[src/logic/vsq_params.svh]
`ifndef VSQ_PARAMS_SVH
`define VSQ_PARAMS_SVH
// ****************************************************************
// Timing and level constants
// ****************************************************************
`define VSQ_CLK_NS        10
`define VSQ_SW_PERIOD_NS  2000
`define VSQ_SAMPLES       6
`define VSQ_HALF_SAMPLES  3
`define VSQ_SS_DELAY_CYC  64
`define VSQ_CYC_PER_VOLT  1280
`define VSQ_UNIT_UV       12500
`define VSQ_COARSE_CYC    640
`define VSQ_OFFSET_UV     100000
`define VSQ_NOLOAD_CYC    2
`define VSQ_NOLOAD_A      6'h3F
`define VSQ_NOLOAD_B      6'h3E
// Derived counts: cycles per 12.5mV unit, units of sense offset
`define VSQ_CYC_PER_UNIT  ((`VSQ_CYC_PER_VOLT * `VSQ_UNIT_UV) / 1000000)
`define VSQ_OFFSET_UNITS  (`VSQ_OFFSET_UV / `VSQ_UNIT_UV)
`define VSQ_OFFSET_CYC    (`VSQ_COARSE_CYC / `VSQ_OFFSET_UNITS)
`endif

[src/logic/vsq_pkg.sv]
// ****************************************************************
// Types shared by the sequencer files
// ****************************************************************
package vsq_pkg;
  typedef enum logic [1:0] {
    VSQ_ST_OFF,
    VSQ_ST_DELAY,
    VSQ_ST_RAMP,
    VSQ_ST_RUN
  } vsq_state_t;

  // Overvoltage trip level selection handed to the analog comparator
  typedef enum logic [1:0] {
    VSQ_OV_FIXED,
    VSQ_OV_MAX_OF,
    VSQ_OV_VID_PLUS
  } vsq_ov_lvl_t;
endpackage

[src/logic/vsq_timebase.sv]
`timescale 1ns/1ns
`include "vsq_params.svh"
// ****************************************************************
// Switching period time base: six sample ticks per period
// ****************************************************************
module vsq_timebase #(
  parameter int SIXTH_CLKS = 33
) (
  input  wire logic clock,
  input  wire logic nrst,
  output logic      sixth_tick,
  output logic      sw_tick
);
  logic [15:0] div_q;
  logic [2:0]  ph_q;

  // Divider; the period is rounded down to whole sixths of clocks
  always_ff @(posedge clock or negedge nrst) begin
    if (!nrst) begin
      div_q <= 16'h0000;
    end else if (div_q == 16'(SIXTH_CLKS - 1)) begin
      div_q <= 16'h0000;
    end else begin
      div_q <= div_q + 16'h0001;
    end
  end

  // Sixth counter within the period
  always_ff @(posedge clock or negedge nrst) begin
    if (!nrst) begin
      ph_q <= 3'h0;
    end else if (sixth_tick) begin
      ph_q <= (ph_q == 3'(`VSQ_SAMPLES - 1)) ? 3'h0 : ph_q + 3'h1;
    end
  end

  assign sixth_tick = (div_q == 16'(SIXTH_CLKS - 1));
  assign sw_tick    = sixth_tick && (ph_q == 3'(`VSQ_SAMPLES - 1));
endmodule // vsq_timebase

[src/logic/vsq_vid_decode.sv]
`timescale 1ns/1ns
`include "vsq_params.svh"
// ****************************************************************
// Voltage-ID code to target count in 12.5mV units
// ****************************************************************
module vsq_vid_decode (
  input  wire logic [5:0] code,
  output logic      [7:0] target_units,
  output logic            no_load
);
  // Two linear segments: codes 21..63 fall from 128, codes 0..20 from 87
  always_comb begin
    if (code >= 6'h15) begin
      target_units = 8'h95 - {2'b00, code};
    end else begin
      target_units = 8'h57 - {2'b00, code};
    end
    no_load = (code == `VSQ_NOLOAD_A) || (code == `VSQ_NOLOAD_B);
  end
endmodule // vsq_vid_decode

[src/logic/vsq_sequencer.sv]
`timescale 1ns/1ns
`include "vsq_params.svh"
// Contract
// - Sample the ID code six times per switching period.
// - On a changed code, wait half a period, then step one 12.5mV unit.
// - If the difference changes during that wait, cancel the step.
// - Beyond one unit apart, step six times per period until equal.
// - In shutdown every phase output is released (high impedance).
// - Stay in shutdown until bias power-on reset reports valid.
// - Stay in shutdown until the threshold enable comparator reports high.
// - Logic-level enable must be high to leave shutdown.
// - Both no-load codes shut down; any other code restarts soft start.
// - After a no-load code wait two cycles before shutdown and trip change.
// - A latched overvoltage is not cleared by cycling ID codes.
// - All enables plus a valid code start soft start at once.
// - Ramp reference from zero; outputs released until it reaches output.
// - 64-cycle delay, then 1280 cycles per volt of ramp.
// - Sense offset of 100mV falls to zero over first 640 ramp cycles.
// - Ramp in 25mV steps for 640 cycles, then 12.5mV steps.
// - After soft start, with output in window, raise the output ok flag.
// - Output ok flag low in shutdown, released only after soft start.
module vsq_sequencer
  import vsq_pkg::*;
#(
  parameter int N_PHASE      = 4,
  parameter int SW_PERIOD_NS = `VSQ_SW_PERIOD_NS
) (
  input  wire logic               clock,
  input  wire logic               nrst,
  input  wire logic               por_ok,
  input  wire logic               en_above_thr,
  input  wire logic               logic_level_enable,
  input  wire logic [5:0]         voltage_id_code,
  input  wire logic [7:0]         sense_units,
  input  wire logic               in_window,
  input  wire logic               ov_detect,
  input  wire logic [N_PHASE-1:0] pwm_in,
  output logic      [N_PHASE-1:0] pwm_out,
  output logic      [N_PHASE-1:0] pwm_oe,
  output logic      [7:0]         ref_units,
  output logic      [3:0]         sense_offset_units,
  output vsq_ov_lvl_t             ov_level,
  output logic                    ov_latched,
  output logic                    output_ok_flag
);
  // ****************************************************************
  // Time base and decode
  // ****************************************************************
  localparam int SIXTH_CLKS = SW_PERIOD_NS / (`VSQ_SAMPLES * `VSQ_CLK_NS);

  logic       sixth_tick;
  logic       sw_tick;
  logic [5:0] vid_q;
  logic [7:0] target;
  logic       no_load;

  vsq_timebase #(
    .SIXTH_CLKS (SIXTH_CLKS)
  ) u_timebase (
    .clock      (clock),
    .nrst       (nrst),
    .sixth_tick (sixth_tick),
    .sw_tick    (sw_tick)
  );

  vsq_vid_decode u_decode (
    .code         (vid_q),
    .target_units (target),
    .no_load      (no_load)
  );

  // Code sampled on each sixth of the period, never in between
  always_ff @(posedge clock or negedge nrst) begin
    if (!nrst) begin
      vid_q <= `VSQ_NOLOAD_A;
    end else if (sixth_tick) begin
      vid_q <= voltage_id_code;
    end
  end

  // ****************************************************************
  // Enable gating and overvoltage latch
  // ****************************************************************
  vsq_state_t  state_q;
  logic [7:0]  ref_q;
  logic        enables_ok;
  logic        go;
  logic        noload_off;
  logic [1:0]  nl_cnt_q;

  assign enables_ok = por_ok && en_above_thr && logic_level_enable;
  assign go         = enables_ok && !ov_latched && !no_load;

  // Latch cleared only by dropping an enable; set wins over clear
  always_ff @(posedge clock or negedge nrst) begin
    if (!nrst) begin
      ov_latched <= 1'b0;
    end else if (ov_detect) begin
      ov_latched <= 1'b1;
    end else if (!enables_ok) begin
      ov_latched <= 1'b0;
    end
  end

  // No-load codes take effect on the second switching-period boundary after sampling
  always_ff @(posedge clock or negedge nrst) begin
    if (!nrst) begin
      nl_cnt_q <= 2'h0;
    end else if (!no_load || state_q == VSQ_ST_OFF) begin
      nl_cnt_q <= 2'h0;
    end else if (sw_tick && nl_cnt_q != 2'(`VSQ_NOLOAD_CYC)) begin
      nl_cnt_q <= nl_cnt_q + 2'h1;
    end
  end

  assign noload_off = no_load && (nl_cnt_q == 2'(`VSQ_NOLOAD_CYC));

  // ****************************************************************
  // Soft-start sequence
  // ****************************************************************
  logic [11:0] cyc_q;
  logic [7:0]  offs_div_q;
  logic [3:0]  offs_q;
  logic        coarse;
  logic        ramp_step;
  logic [7:0]  ramp_next;

  assign coarse = (cyc_q < 12'(`VSQ_COARSE_CYC));

  // Coarse steps are two units every two unit periods, fine one unit
  always_comb begin
    ramp_step = 1'b0;
    ramp_next = ref_q;
    if (coarse) begin
      ramp_step = sw_tick && (cyc_q[4:0] == 5'(2 * `VSQ_CYC_PER_UNIT - 1));
      ramp_next = (target - ref_q >= 8'h02) ? ref_q + 8'h02 : target;
    end else begin
      ramp_step = sw_tick && (cyc_q[3:0] == 4'(`VSQ_CYC_PER_UNIT - 1));
      ramp_next = ref_q + 8'h01;
    end
  end

  // Main state: a shutdown cause wins over every other move
  always_ff @(posedge clock or negedge nrst) begin
    if (!nrst) begin
      state_q <= VSQ_ST_OFF;
    end else if (!enables_ok || ov_latched || noload_off) begin
      state_q <= VSQ_ST_OFF;
    end else begin
      case (state_q)
        VSQ_ST_OFF: begin
          if (go) begin
            state_q <= VSQ_ST_DELAY;
          end
        end
        VSQ_ST_DELAY: begin
          if (sw_tick && cyc_q == 12'(`VSQ_SS_DELAY_CYC - 1)) begin
            state_q <= VSQ_ST_RAMP;
          end
        end
        VSQ_ST_RAMP: begin
          if (ref_q >= target) begin
            state_q <= VSQ_ST_RUN;
          end
        end
        default: begin
          state_q <= VSQ_ST_RUN;
        end
      endcase
    end
  end

  // Cycle counter, restarted at delay end so the ramp counts from zero
  always_ff @(posedge clock or negedge nrst) begin
    if (!nrst) begin
      cyc_q <= 12'h000;
    end else if (state_q == VSQ_ST_OFF) begin
      cyc_q <= 12'h000;
    end else if (state_q == VSQ_ST_DELAY && sw_tick &&
                 cyc_q == 12'(`VSQ_SS_DELAY_CYC - 1)) begin
      cyc_q <= 12'h000;
    end else if (sw_tick && cyc_q != 12'hFFF) begin
      cyc_q <= cyc_q + 12'h001;
    end
  end

  // Sense offset starts full and loses one unit every 80 ramp cycles
  always_ff @(posedge clock or negedge nrst) begin
    if (!nrst) begin
      offs_q     <= 4'h0;
      offs_div_q <= 8'h00;
    end else if (state_q == VSQ_ST_OFF) begin
      offs_q     <= 4'(`VSQ_OFFSET_UNITS);
      offs_div_q <= 8'h00;
    end else if (state_q != VSQ_ST_DELAY && sw_tick && offs_q != 4'h0) begin
      if (offs_div_q == 8'(`VSQ_OFFSET_CYC - 1)) begin
        offs_div_q <= 8'h00;
        offs_q     <= offs_q - 4'h1;
      end else begin
        offs_div_q <= offs_div_q + 8'h01;
      end
    end
  end

  // ****************************************************************
  // On-the-fly code tracking
  // ****************************************************************
  logic signed [8:0] diff;
  logic signed [8:0] snap_q;
  logic              wait_q;
  logic [1:0]        wcnt_q;
  logic              big;
  logic              chase_q;
  logic              fast;

  assign diff = $signed({1'b0, target}) - $signed({1'b0, ref_q});
  assign big  = (diff > 9'sd1) || (diff < -9'sd1);
  assign fast = big || chase_q;

  // A jump keeps stepping every sixth until equal, not stalling at one unit
  always_ff @(posedge clock or negedge nrst) begin
    if (!nrst) begin
      chase_q <= 1'b0;
    end else if (state_q != VSQ_ST_RUN || diff == 9'sd0) begin
      chase_q <= 1'b0;
    end else if (big) begin
      chase_q <= 1'b1;
    end
  end

  // Half-period wait tracked in sixths; a moved difference cancels it.
  // The wait opens one sixth after the sample that saw the change, so it
  // ends one count early to keep the step half a period after that sample.
  always_ff @(posedge clock or negedge nrst) begin
    if (!nrst) begin
      wait_q <= 1'b0;
      wcnt_q <= 2'h0;
      snap_q <= 9'sd0;
    end else if (state_q != VSQ_ST_RUN || diff == 9'sd0 || fast) begin
      wait_q <= 1'b0;
      wcnt_q <= 2'h0;
    end else if (sixth_tick) begin
      if (!wait_q) begin
        wait_q <= 1'b1;
        wcnt_q <= 2'h0;
        snap_q <= diff;
      end else if (diff != snap_q) begin
        wait_q <= 1'b0;
      end else if (wcnt_q == 2'(`VSQ_HALF_SAMPLES - 2)) begin
        wait_q <= 1'b0;
      end else begin
        wcnt_q <= wcnt_q + 2'h1;
      end
    end
  end

  // Reference count: cleared in shutdown, ramped, then tracked
  always_ff @(posedge clock or negedge nrst) begin
    if (!nrst) begin
      ref_q <= 8'h00;
    end else if (state_q == VSQ_ST_OFF) begin
      ref_q <= 8'h00;
    end else if (state_q == VSQ_ST_RAMP) begin
      if (ramp_step && ref_q < target) begin
        ref_q <= ramp_next;
      end
    end else if (state_q == VSQ_ST_RUN && sixth_tick && diff != 9'sd0) begin
      if (fast || (wait_q && diff == snap_q && wcnt_q == 2'(`VSQ_HALF_SAMPLES - 2))) begin
        ref_q <= (diff > 9'sd0) ? ref_q + 8'h01 : ref_q - 8'h01;
      end
    end
  end

  // ****************************************************************
  // Phase outputs, trip level and output ok
  // ****************************************************************
  logic drive_q;
  logic ok_q;

  // Phases start driving once the ramp meets the sensed output
  always_ff @(posedge clock or negedge nrst) begin
    if (!nrst) begin
      drive_q <= 1'b0;
    end else if (state_q == VSQ_ST_OFF || state_q == VSQ_ST_DELAY) begin
      drive_q <= 1'b0;
    end else if (ref_q >= sense_units) begin
      drive_q <= 1'b1;
    end
  end

  // Phase data registered, so it trails the enable by one clock
  always_ff @(posedge clock or negedge nrst) begin
    if (!nrst) begin
      pwm_out <= '0;
    end else begin
      pwm_out <= drive_q ? pwm_in : '0;
    end
  end

  assign pwm_oe = {N_PHASE{drive_q}};

  // Power good only after a completed ramp and inside the window
  always_ff @(posedge clock or negedge nrst) begin
    if (!nrst) begin
      ok_q <= 1'b0;
    end else begin
      ok_q <= (state_q == VSQ_ST_RUN) && in_window;
    end
  end

  assign output_ok_flag = ok_q;

  // Trip level: fixed before enable, after a trip referenced to the code
  always_comb begin
    case (state_q)
      VSQ_ST_OFF:   ov_level = ov_latched ? VSQ_OV_VID_PLUS : VSQ_OV_FIXED;
      VSQ_ST_DELAY: ov_level = VSQ_OV_MAX_OF;
      VSQ_ST_RAMP:  ov_level = VSQ_OV_MAX_OF;
      default:      ov_level = VSQ_OV_VID_PLUS;
    endcase
  end

  assign ref_units          = ref_q;
  assign sense_offset_units = offs_q;
endmodule // vsq_sequencer

[config.mk]
export PLATFORM = sky130hd
export DESIGN_NAME = vsq_sequencer
export DESIGN_NICKNAME = d
export VERILOG_FILES = /design/src/logic/vsq_pkg.sv /design/src/logic/vsq_timebase.sv /design/src/logic/vsq_vid_decode.sv /design/src/logic/vsq_sequencer.sv
export VERILOG_INCLUDE_DIRS = /design/src /design/src/logic
export SDC_FILE = /design/constraint.sdc
export NUM_CORES = 1
export LEC_CHECK = 0
export BUFFER_PORTS_ARGS = -buffer_cell sky130_fd_sc_hd__buf_2
export CAP_MARGIN = 30
export CORE_MARGIN = 10
export CORE_UTILIZATION = 57
export DETAILED_ROUTE_END_ITERATION = 7
export PLACE_DENSITY = 0.77
export SLEW_MARGIN = 20
export SYNTH_ARGS = -nofsm -noshare
export SYNTH_HDL_FRONTEND = slang
export SYNTH_HIERARCHICAL = 1
export SYNTH_SLANG_ARGS = --single-unit
[constraint.sdc]
create_clock -name clock -period 4.88 [get_ports clock]
set_clock_uncertainty 0.2 [all_clocks]
set_input_delay 0.244 -clock clock [delete_from_list [all_inputs] [get_ports clock]]
set_output_delay 0.244 -clock clock [all_outputs]
set_load 0.02 [all_outputs]
==> flow_metrics.env, run 1 <==
export IMPL_drtIter0Drc=317
export IMPL_power_leakage_nw=2.950
export IMPL_synth_most_common_cell="dfrtp_1"
export IMPL_grt_usage=0.1860
export IMPL_cts_root_buf="clkbuf_8"
export IMPL_end_kind="register"
export IMPL_viasPerCell=5.945
export IMPL_numPortBuffers=48
export IMPL_cap_viol_max_count=0
export IMPL_max_clock_freq_mhz=213.6
export IMPL_yosys_top_cells_count="75 x dfrtp_1, 56 x nand2_1, 48 x nor2_1, 41 x o21ai_0, 39 x ha_1"
export IMPL_die_h_um=119.2
export IMPL_hp_class="in2async"
export IMPL_ys_warnings_count=6
export IMPL_fp_dieW_um=119.2
export IMPL_start_kind="register"
export IMPL_drv_slew=0
export IMPL_antenna_found_initial=0
export IMPL_rsz0062_at_grt="no"
export IMPL_dieArea_um2=14200
export IMPL_cts_buffers_inserted=9
export IMPL_synth_area_um2=5605
export IMPL_yosysSeqAreaShare=0.3629
export IMPL_syn_nets=689
export IMPL_via_count=4833
export IMPL_r2r_cells=14
export IMPL_peakVddDrop_mv=0.1394
export IMPL_fin_setup_tns_ps=0
export IMPL_synth_edf_count=0
export IMPL_synthAdderAreaFrac=0.08705
export IMPL_io_pins=49
export IMPL_rows=36
export IMPL_dp_hpwl_um=9835
export IMPL_synthTopCellsByArea="dfrtp_1 33%, ha_1 8.7%, xnor2_1 4.2%"
export IMPL_worstMarginPinSlew_ps=831.6
export IMPL_cts_tree="built"
export IMPL_synthFlopType="dfrtp_1"
export IMPL_critPathArrivalTime_ps=4720
export IMPL_yosys_register_bits=81
export IMPL_syn_avg_cell_area_um2=8.969
export IMPL_clkSinkCount=81
export IMPL_drive_above_1_share=0.1485
export IMPL_synth_top_area_share=0.3348
export IMPL_wl_per_cell_um=16.57
export IMPL_ant_nets=0
export IMPL_r2r_start="vid_q[4]"
export IMPL_synthMuxAreaShare=0.03036
export IMPL_outcome="complete, no violations"
export IMPL_clk_pin_slew_ps=90
export IMPL_worst_ep_required_time_ps=4920
export IMPL_max_slew_margin_rel=0.4423
export IMPL_cp_max_fo=15
export IMPL_power_mw=1.389
export IMPL_whs_ps=193.1
export IMPL_finalSetupViolations=0
export IMPL_power_density_nw_per_um2=220.8
export IMPL_synth_top_area_cell="dfrtp_1"
export IMPL_insertion_delay_ps=360
export IMPL_drt_wl_total_um=13470
export IMPL_core_um2=9684
export IMPL_htreeDepth=3
export IMPL_cp_startpoint="vid_q[4]"
export IMPL_yosys_area_share_simple=0.2145
export IMPL_async_flop_share=1.000
export IMPL_diodes=0
export IMPL_ys_types=77
export IMPL_crit_type="reg2reg"
export IMPL_r2r_end="ref_units[7]"
export IMPL_globalplace_congestion=0.9078
export IMPL_nNetsFinal=740
export IMPL_grt_ovfl_total=0
export IMPL_grt_max_degree=47
export IMPL_netlist_instances=625
export IMPL_synth_compound_area_frac=0.1748
export IMPL_grt_pass1_vias=4751
export IMPL_finalHoldViolCount=0
export IMPL_finalCritPeriodShare=0.9594
export IMPL_drcViolationCount=0
export IMPL_dr_pass1_iters=5
export IMPL_clockBufferDepth=2
export IMPL_cts_setup_buffers=0
export IMPL_crit_end="ref_units[7]"
export IMPL_initial_utilization=0.5788
export IMPL_area_growth_pct=12.28
export IMPL_synth_top_family_by_area="simple AND/OR/NAND/NOR gates"
export IMPL_min_period_ps=4682
export IMPL_grt_pass1_wl_um=22380
export IMPL_reg2reg_slack_ps=200
export IMPL_synth_xor_area_frac=0.08125
## layout make-up
cell class	instances	area (um^2)
fillers	809	3391
flip-flops and latches	81	2034
well taps	133	166.4
repair buffers	66	437.9
clock buffers	11	141.4
inverters	38	143.9
multi-input cells	480	3316
clock inverters	4	53.80
## routing by layer
layer | part of all wire | wire, um | vias up | track usage
met1 | 0.44 | 5937 | 2328 | 0.2358
met2 | 0.47 | 6350 | 171 | 0.3033
li1 | - | - | 2314 | -
met5 | 0 | 0 | - | 0
met4 | 0.016 | 222 | 0 | 0.06183
met3 | 0.071 | 962 | 20 | 0.04629
## report_power, final
group	internal (mW)	switching, mW
Combinational	0.0789	0.115
Sequential	0.678	0.00911
Clock	0.249	0.260
Total	1.01	0.384
## stage by stage
| step | instance area, um^2 | instances | utilization | setup slack, ps |
|---|---|---|---|---|
| 6_report | 6294 | 813 | 0.6499 | 198.2 |
| 5_1_grt | 6294 | 813 | 0.6499 | 4.620 |
| 4_1_cts | 6274 | 813 | 0.6478 | 125.1 |
| 3_5_place_dp | 5918 | 782 | 0.6111 | 131.9 |
| 3_3_place_gp | 5891 | 781 | 0.6083 | 300.6 |
| 2_1_floorplan | 5605 | 625 | - | 720.4 |
## logic make-up after synthesis
logic type,count (synthesis)
compound gates,146
xor+xnor,52
fa+ha+maj,39
buf+inv,64
flops,81
mux,16
simple gates,227
## worst min path at each step
stage / cells after the start / start / slack (ps) / endpoint
after floorplan: 0 / nrst / -250 / chase_q
after global placement: 2 / ov_detect / 230 / ov_latched
after detailed placement: 1 / nrst / 50 / sense_offset_units[2]
after CTS: 2 / nrst / 190 / offs_div_q[2]
after global routing: 5 / sense_units[7] / 210 / drive_q
final: 2 / nrst / 190 / sense_offset_units[2]
## worst max-delay path, cell delays in order, from the launching register on
cell and delay, ps:
dfstp_2 670, ha_1 220, nor3_1 60, a221o_1 350
a31oi_1 210, ha_1 370, and3_4 220, or3_4 370
a2111oi_4 450, nor2_2 100, or3_4 400, a211o_1 320
o21ai_4 340, or4b_1 180, o221ai_1 100
## sequential cells by signal (all words and copies together) (netlist names)
name,cells
ref_units,8
cyc_q,12
chase_q,1
u_timebase/ph_q,3
sense_offset_units,4
vid_q,6
u_timebase/div_q,16
offs_div_q,8
wcnt_q,2
ov_latched,1
output_ok_flag,1
wait_q,1
snap_q,9
drive_q,1
pwm_out,4
nl_cnt_q,2
state_q,2
## layout by cell type, fill, tap and decap left out, types with 4 or more instances in the layout
cell type / count
o31ai_1: 5
dfrtp_1: 75
nand4_1: 9
a211oi_1: 4
xnor2_1: 27
a21o_1: 14
clkbuf_8: 10
and3_1: 11
xor2_1: 25
nor2_1: 48
mux2i_1: 8
nand2_1: 56
and4_1: 5
a31oi_1: 6
a21oi_1: 26
dfstp_2: 6
o211ai_1: 5
dlygate4sd3_1: 16
nand3_1: 28
and2_1: 8
buf_2: 47
nand2b_1: 10
o21ai_0: 41
o21ai_1: 7
nor3_1: 15
ha_1: 39
mux2_2: 8
nor2b_1: 6
inv_1: 36
## timing repair
action,in CTS,in global routing
hold buffers,16,0
setup endpoints to repair,0,16
endpoints found under the hold margin,49,0
gates resized for setup,0,3
No activity file was read; power rests on OpenSTA's default activity.
==> run 2, diff against run 1 <==
--- a/config.mk
+++ b/config.mk
@@ -11,9 +11,10 @@
 export CORE_MARGIN = 10
 export CORE_UTILIZATION = 57
 export DETAILED_ROUTE_END_ITERATION = 7
+export GPL_ROUTABILITY_DRIVEN = 1
 export PLACE_DENSITY = 0.77
+export SKIP_LAST_GASP = 1
 export SLEW_MARGIN = 20
 export SYNTH_ARGS = -nofsm -noshare
 export SYNTH_HDL_FRONTEND = slang
-export SYNTH_HIERARCHICAL = 1
 export SYNTH_SLANG_ARGS = --single-unit
==> run 2 against run 1 <==
Effect of this change: register-to-register slack better by 150 ps; final cell count rose by 3.1%; non-clock buffer count up 6; combinational power is 32% higher; highest routed layer unchanged; clock-buffer cell count shrank 2; core utilization grew 0.46 points; sequential share of layout area is 0.67 points lower; sequential power about the same; critical endpoint is now ref_units[2]; via count is 1.9% higher; worst setup slack improved by 150 ps; hold slack worse by 150 ps; die area grew 2.2%.
==> flow_metrics.env, run 2 <==
export IMPL_insertion_delay_ps=350
export IMPL_drtIter0Drc=350
export IMPL_dieArea_um2=14520
export IMPL_clkSinkCount=81
export IMPL_dp_hpwl_um=10040
export IMPL_yosys_top_cells_count="75 x dfrtp_1, 73 x nor2_1, 65 x nand2_1, 38 x ha_1, 36 x inv_1"
export IMPL_critPathArrivalTime_ps=4580
export IMPL_power_mw=1.396
export IMPL_peakVddDrop_mv=0.1656
export IMPL_synthFlopType="dfrtp_1"
export IMPL_drive_above_1_share=0.1418
export IMPL_die_h_um=120.5
export IMPL_grt_max_degree=73
export IMPL_power_density_nw_per_um2=217.2
export IMPL_nNetsFinal=764
export IMPL_synth_most_common_cell="dfrtp_1"
export IMPL_yosysSeqAreaShare=0.3534
export IMPL_max_slew_margin_rel=0.5065
export IMPL_globalplace_congestion=0.9189
export IMPL_regMostFlops="u_timebase.div_q"
export IMPL_post_place_cells=805
export IMPL_finalHoldViolCount=0
export IMPL_worstMarginPinSlew_ps=740.2
export IMPL_hp_class="in2async"
export IMPL_dr_pass1_iters=5
export IMPL_fin_cells=838
export IMPL_outcome="complete, no violations"
export IMPL_synth_xor_area_frac=0.08172
export IMPL_min_period_ps=4537
export IMPL_seqCellArea_um2=2034
export IMPL_rows=36
export IMPL_grt_pass1_wl_um=22690
export IMPL_ys_types=78
export IMPL_finalSetupViolations=0
export IMPL_area_growth_pct=11.63
export IMPL_nFillCells=825
export IMPL_grt_pass1_vias=4886
export IMPL_fp_dieW_um=120.5
export IMPL_async_flop_share=1.000
export IMPL_largest_register_ffs=16
export IMPL_synth_top_area_share=0.3260
export IMPL_synth_top_area_cell="dfrtp_1"
export IMPL_cap_viol_max_count=0
export IMPL_antenna_found_initial=0
export IMPL_cp_max_fo=14
export IMPL_cts_buffers_inserted=9
export IMPL_largest_registers="u_timebase.div_q (16), cyc_q (12), snap_q (9)"
export IMPL_fin_area_um2=6426
export IMPL_worst_ep_required_time_ps=4920
export IMPL_crit_type="reg2reg"
export IMPL_end_kind="register"
export IMPL_dpl_cell_area_um2=6047
export IMPL_grt_usage=0.1849
export IMPL_ys_warnings_count=0
export IMPL_cts_root_buf="clkbuf_8"
export IMPL_via_count=4923
export IMPL_rsz0062_at_grt="no"
export IMPL_htreeDepth=3
export IMPL_synth_compound_area_frac=0.1550
export IMPL_synth_edf_count=0
export IMPL_max_clock_freq_mhz=220.4
export IMPL_clk_pin_slew_ps=100
export IMPL_synthAdderAreaFrac=0.08607
export IMPL_fin_setup_tns_ps=0
export IMPL_synthTopCellsByArea="dfrtp_1 33%, ha_1 8.3%, xnor2_1 4.9%"
export IMPL_grt_use_met3=0.02978
export IMPL_drv_slew=0
export IMPL_wl_per_cell_um=16.23
export IMPL_drcViolationCount=0
export IMPL_core_um2=9819
export IMPL_ant_nets=0
export IMPL_power_leakage_nw=2.931
export IMPL_cts_tree="built"
export IMPL_yosys_register_bits=81
export IMPL_multi_input_area_um2=3430
export IMPL_drt_wl_total_um=13600
export IMPL_initial_utilization=0.5863
export IMPL_grt_ovfl_total=0
export IMPL_diodes=0
export IMPL_final_common_cell="dfrtp_1"
export IMPL_io_pins=49
export IMPL_viasPerCell=5.875
export IMPL_finalCritPeriodShare=0.9297
export IMPL_cts_setup_buffers=0
export IMPL_synth_top_family_by_area="simple AND/OR/NAND/NOR gates"
export IMPL_syn_nets=713
export IMPL_synth_area_um2=5757
export IMPL_clockBufferDepth=2
export IMPL_final_cell_mix="75 x dfrtp_1, 73 x nor2_1, 65 x nand2_1, 47 x buf_2, 38 x ha_1"
export IMPL_start_kind="register"
export IMPL_syn_avg_cell_area_um2=8.870
export IMPL_busiest_layer="met2"
export IMPL_yosys_area_share_simple=0.2384
export IMPL_grtUsageMet1=0.2332
export IMPL_netlist_instances=649
export IMPL_met2_usage=0.3095
export IMPL_utilization=0.6544
export IMPL_synthMuxAreaShare=0.03217
export IMPL_numPortBuffers=48
==> run 2: cells by family (layout without fill, tap and decap cells) <==
group           after synthesis  count (layout)
simple gates                266             266
xor+xnor                     52              52
compound gates              125             125
flops                        81              81
fa+ha+maj                    39              39
mux                          18              18
buf+inv                      68             124
==> run 2: where the power goes <==
| group | switching [mW] | total (mW) | internal (mW) |
|---|---|---|---|
| Combinational | 0.155 | 0.257 | 0.102 |
| Sequential | 0.00798 | 0.685 | 0.677 |
| Clock | 0.266 | 0.454 | 0.188 |
| Total | 0.428 | 1.40 | 0.968 |
==> run 2: path summary, 6_finish.rpt <==
path | from | end | slack [ps] | cells past startpoint
setup / recovery | vid_q[1] | ref_units[2] | 340 | 15
hold / removal | nrst | snap_q[6] | 50 | 2
setup reg to reg | vid_q[1] | ref_units[2] | 340 | 15
hold reg to reg | u_timebase.div_q[15] | u_timebase.div_q[15] | 280 | 1
max in group asynchronous | nrst | vid_q[0] | 3610 | 4
min in group clock | sense_units[7] | drive_q | 170 | 5
==> run 2: per-stage QoR <==
| stage | hold WS (ps) | setup WS [ps] |
|---|---|---|
| finish | 45.85 | 343.2 |
| global route | 45.76 | 30.20 |
| CTS | 36.66 | 371.6 |
| detailed placement | -123.2 | 396.4 |
| global placement | -128.3 | 508.9 |
| floorplan | -251.6 | 825.3 |
==> run 2: what timing repair did <==
action | 4_1_cts | 5_1_grt
endpoints found under the hold margin | 23 | 0
setup endpoints to repair | 0 | 9
hold buffers | 16 | 0
gates resized for setup | 0 | 2
==> run 2: layer usage <==
| layer | wire [um] | vias up |
|---|---|---|
| met2 | 6626 | 128 |
| met4 | 241 | 0 |
| met1 | 6156 | 2373 |
| met5 | 0 | - |
| li1 | - | 2399 |
| met3 | 578 | 23 |
==> run 2: final cells by class <==
| class | instances | area share |
|---|---|---|
| clock buffers | 9 | 0.01928 |
| multi-input cells | 500 | 0.5337 |
| well taps | 133 | 0.02590 |
| flip-flops and latches | 81 | 0.3166 |
| repair buffers | 72 | 0.07516 |
| inverters | 36 | 0.02103 |
| clock inverters | 7 | 0.008372 |
==> run 2: worst max-delay path, stage by stage, from the launching register on <==
cell      delay (ps)
dfstp_2          600
o21a_1           130
o21ai_0           80
nand2b_1         250
mux2i_1          350
ha_1             420
and3b_1          240
or3_4            370
a221oi_2         280
o21a_2           240
nand3_4          190
o22a_1           280
a211oi_4         350
buf_4            230
or2_1            130
o21ai_1           70
==> run 3, diff against run 2 <==
--- a/config.mk
+++ b/config.mk
@@ -6,13 +6,14 @@
 export SDC_FILE = /design/constraint.sdc
 export NUM_CORES = 1
 export LEC_CHECK = 0
+export ABC_AREA = 1
 export BUFFER_PORTS_ARGS = -buffer_cell sky130_fd_sc_hd__buf_2
 export CAP_MARGIN = 30
 export CORE_MARGIN = 10
 export CORE_UTILIZATION = 57
 export DETAILED_ROUTE_END_ITERATION = 7
 export GPL_ROUTABILITY_DRIVEN = 1
-export PLACE_DENSITY = 0.77
+export PLACE_DENSITY = 0.76
 export SKIP_LAST_GASP = 1
 export SLEW_MARGIN = 20
 export SYNTH_ARGS = -nofsm -noshare
==> run 3 against run 2 <==
Effect of this change: via count is 16% higher; power is 6.9% higher; clock-buffer cell count is 5 higher; first-iteration DRC count is 29% higher; critical endpoint is now ref_units[6]; routed wire length is 11% higher; largest cell class unchanged; combinational power is 4% higher.
==> flow_metrics.env, run 3 <==
export IMPL_htreeDepth=3
export IMPL_dp_hpwl_um=11390
export IMPL_drcViolationCount=0
export IMPL_layout_setup_ws_ps=981.5
export IMPL_met2_usage=0.3347
export IMPL_synth_top_area_cell="dfrtp_1"
export IMPL_power_density_nw_per_um2=221.0
export IMPL_cts_tree="built"
export IMPL_r2r_start="vid_q[4]"
export IMPL_via_count=5697
export IMPL_r2r_end="ref_units[6]"
export IMPL_post_place_cells=1023
export IMPL_syn_nets=917
export IMPL_synthFlopType="dfrtp_1"
export IMPL_ys_types=47
export IMPL_utilization=0.6539
export IMPL_crit_top_cell="nand2_1"
export IMPL_grt_ovfl_total=0
export IMPL_syn_avg_cell_area_um2=7.098
export IMPL_largest_registers="u_timebase.div_q (16), cyc_q (12), snap_q (9)"
export IMPL_peakVddDrop_mv=0.1721
export IMPL_synth_xor_area_frac=0.04918
export IMPL_netlist_instances=853
export IMPL_grt_max_degree=66
export IMPL_numPortBuffers=48
export IMPL_synth_compound_area_frac=0.08886
export IMPL_finalHoldViolCount=0
export IMPL_busiest_layer="met2"
export IMPL_clockBufferDepth=2
export IMPL_worst_ep_required_time_ps=4930
export IMPL_dieArea_um2=15150
export IMPL_nNetsFinal=976
export IMPL_dr_pass1_iters=7
export IMPL_synth_top_family_by_area="simple AND/OR/NAND/NOR gates"
export IMPL_end_kind="register"
export IMPL_slowest_stage="dfstp_2"
export IMPL_path_delay_family="simple AND/OR/NAND/NOR gates"
export IMPL_cts_buffers_inserted=9
export IMPL_rows=37
export IMPL_r2r_cells=21
export IMPL_rsz0062_at_grt="no"
export IMPL_synthAdderAreaFrac=0.08184
export IMPL_drv_slew=0
export IMPL_io_pins=49
export IMPL_final_common_cell="nand2_1"
export IMPL_drive_above_1_share=0.1243
export IMPL_regMostFlops="u_timebase.div_q"
export IMPL_wl_per_cell_um=14.32
export IMPL_yosys_top_cells_count="211 x nand2_1, 135 x inv_1, 90 x nand3_1, 75 x dfrtp_1, 63 x nor2_1"
export IMPL_fin_area_um2=6750
export IMPL_path_cells="inv_1, nor2_1, o211ai_1, nand2_1, nand2_1, xor2_1, inv_1, ha_1, nand2_2, nor2_1, nand3_1, nand2_1, nand2_1, nand2_1, nor2_2, nand3_4, nor2_1, o21ai_1, nand3_2, nand2_1, o21ai_2"
export IMPL_antenna_found_initial=0
export IMPL_drt_wl_total_um=15070
export IMPL_fin_setup_tns_ps=0
export IMPL_yosys_area_share_simple=0.3375
export IMPL_largest_register_ffs=16
export IMPL_yosysSeqAreaShare=0.3360
export IMPL_fp_dieW_um=123.1
export IMPL_globalplace_congestion=0.9494
export IMPL_grt_pass1_vias=5340
export IMPL_clkSinkCount=81
export IMPL_final_cell_mix="211 x nand2_1, 135 x inv_1, 90 x nand3_1, 75 x dfrtp_1, 63 x nor2_1"
export IMPL_synth_top_area_share=0.3100
export IMPL_max_clock_freq_mhz=256.5
export IMPL_async_flop_share=1.000
export IMPL_viasPerCell=5.410
export IMPL_power_mw=1.492
export IMPL_cts_setup_buffers=0
export IMPL_dpl_cell_area_um2=6392
export IMPL_synth_edf_count=0
export IMPL_yosys_register_bits=81
export IMPL_critPathArrivalTime_ps=3940
export IMPL_initial_utilization=0.5865
export IMPL_outcome="complete, no violations"
export IMPL_area_growth_pct=11.49
export IMPL_finalSetupViolations=0
export IMPL_path_buf_inv=2
export IMPL_grt_use_met3=0.03601
export IMPL_synthMuxAreaShare=0
export IMPL_finalCritPeriodShare=0.7989
export IMPL_insertion_delay_ps=360
export IMPL_ys_warnings_count=0
export IMPL_hp_class="in2async"
export IMPL_grtUsageMet1=0.2750
export IMPL_cap_viol_max_count=0
export IMPL_clk_pin_slew_ps=90
export IMPL_slowest_delay_ps=590
export IMPL_place_ws_ps=1061
export IMPL_max_slew_margin_rel=0.4547
export IMPL_ant_nets=0
export IMPL_min_period_ps=3898
export IMPL_die_h_um=123.1
export IMPL_worstMarginPinSlew_ps=817.9
export IMPL_synth_area_um2=6055
export IMPL_synthTopCellsByArea="dfrtp_1 31%, nand2_1 13%, inv_1 8.4%"
export IMPL_fin_cells=1053
export IMPL_hold_buffers=14
export IMPL_drtIter0Drc=453
export IMPL_diodes=0
export IMPL_crit_type="reg2reg"
export IMPL_synth_most_common_cell="nand2_1"
export IMPL_post_cts_resized=0
export IMPL_reg2reg_slack_ps=980
export IMPL_core_um2=10320
export IMPL_whs_ps=86.60
export IMPL_cp_max_fo=12
export IMPL_grt_pass1_wl_um=25440
export IMPL_start_kind="register"
export IMPL_cts_root_buf="clkbuf_8"
export IMPL_grt_usage=0.2052
export IMPL_power_leakage_nw=3.573
[run 3: changes by cell type after synthesis, sizes merged, moves of 11 or more]
cell   before  now
nand2      65  222
inv        36  144
nand3      26   97
xnor2      34    3
o21ai      27   49
and3       17    3
mux2i      14    0
xor2       18   31
a21o       11    0
[run 3: cell families after synthesis]
kind of cell,count (synthesis)
simple gates,443
buf+inv,163
compound gates,93
flops,81
fa+ha+maj,39
xor+xnor,34
[run 3: area by class of cell]
type | instances | area (um^2)
clock buffers | 14 | 182.7
clock inverters | 2 | 35.03
repair buffers | 65 | 405.4
well taps | 136 | 170.2
inverters | 146 | 548.0
multi-input cells | 609 | 3374
fillers | 937 | 3573
flip-flops and latches | 81 | 2034
[run 3: power by group]
group / switching, mW / total [mW] / internal [mW]
Combinational: 0.179 / 0.268 / 0.0888
Clock: 0.244 / 0.536 / 0.292
Sequential: 0.00919 / 0.688 / 0.679
Total: 0.432 / 1.49 / 1.06
[run 3: metal layers]
layer	vias up	wire length, um
li1	2850	-
met1	2673	6864
met2	157	7191
met3	17	801
met4	0	216
met5	-	0
[run 3: how the worst max path moves through the flow]
stage | cells past startpoint | from | slack (ps) | end
CTS | 21 | vid_q[4] | 1040 | ref_units[6]
global placement | 21 | vid_q[4] | 1120 | ref_units[5]
global route | 21 | vid_q[4] | 640 | ref_units[6]
detailed placement | 21 | vid_q[4] | 1060 | ref_units[6]
floorplan | 21 | vid_q[4] | 1600 | ref_units[5]
finish | 21 | vid_q[4] | 980 | ref_units[6]
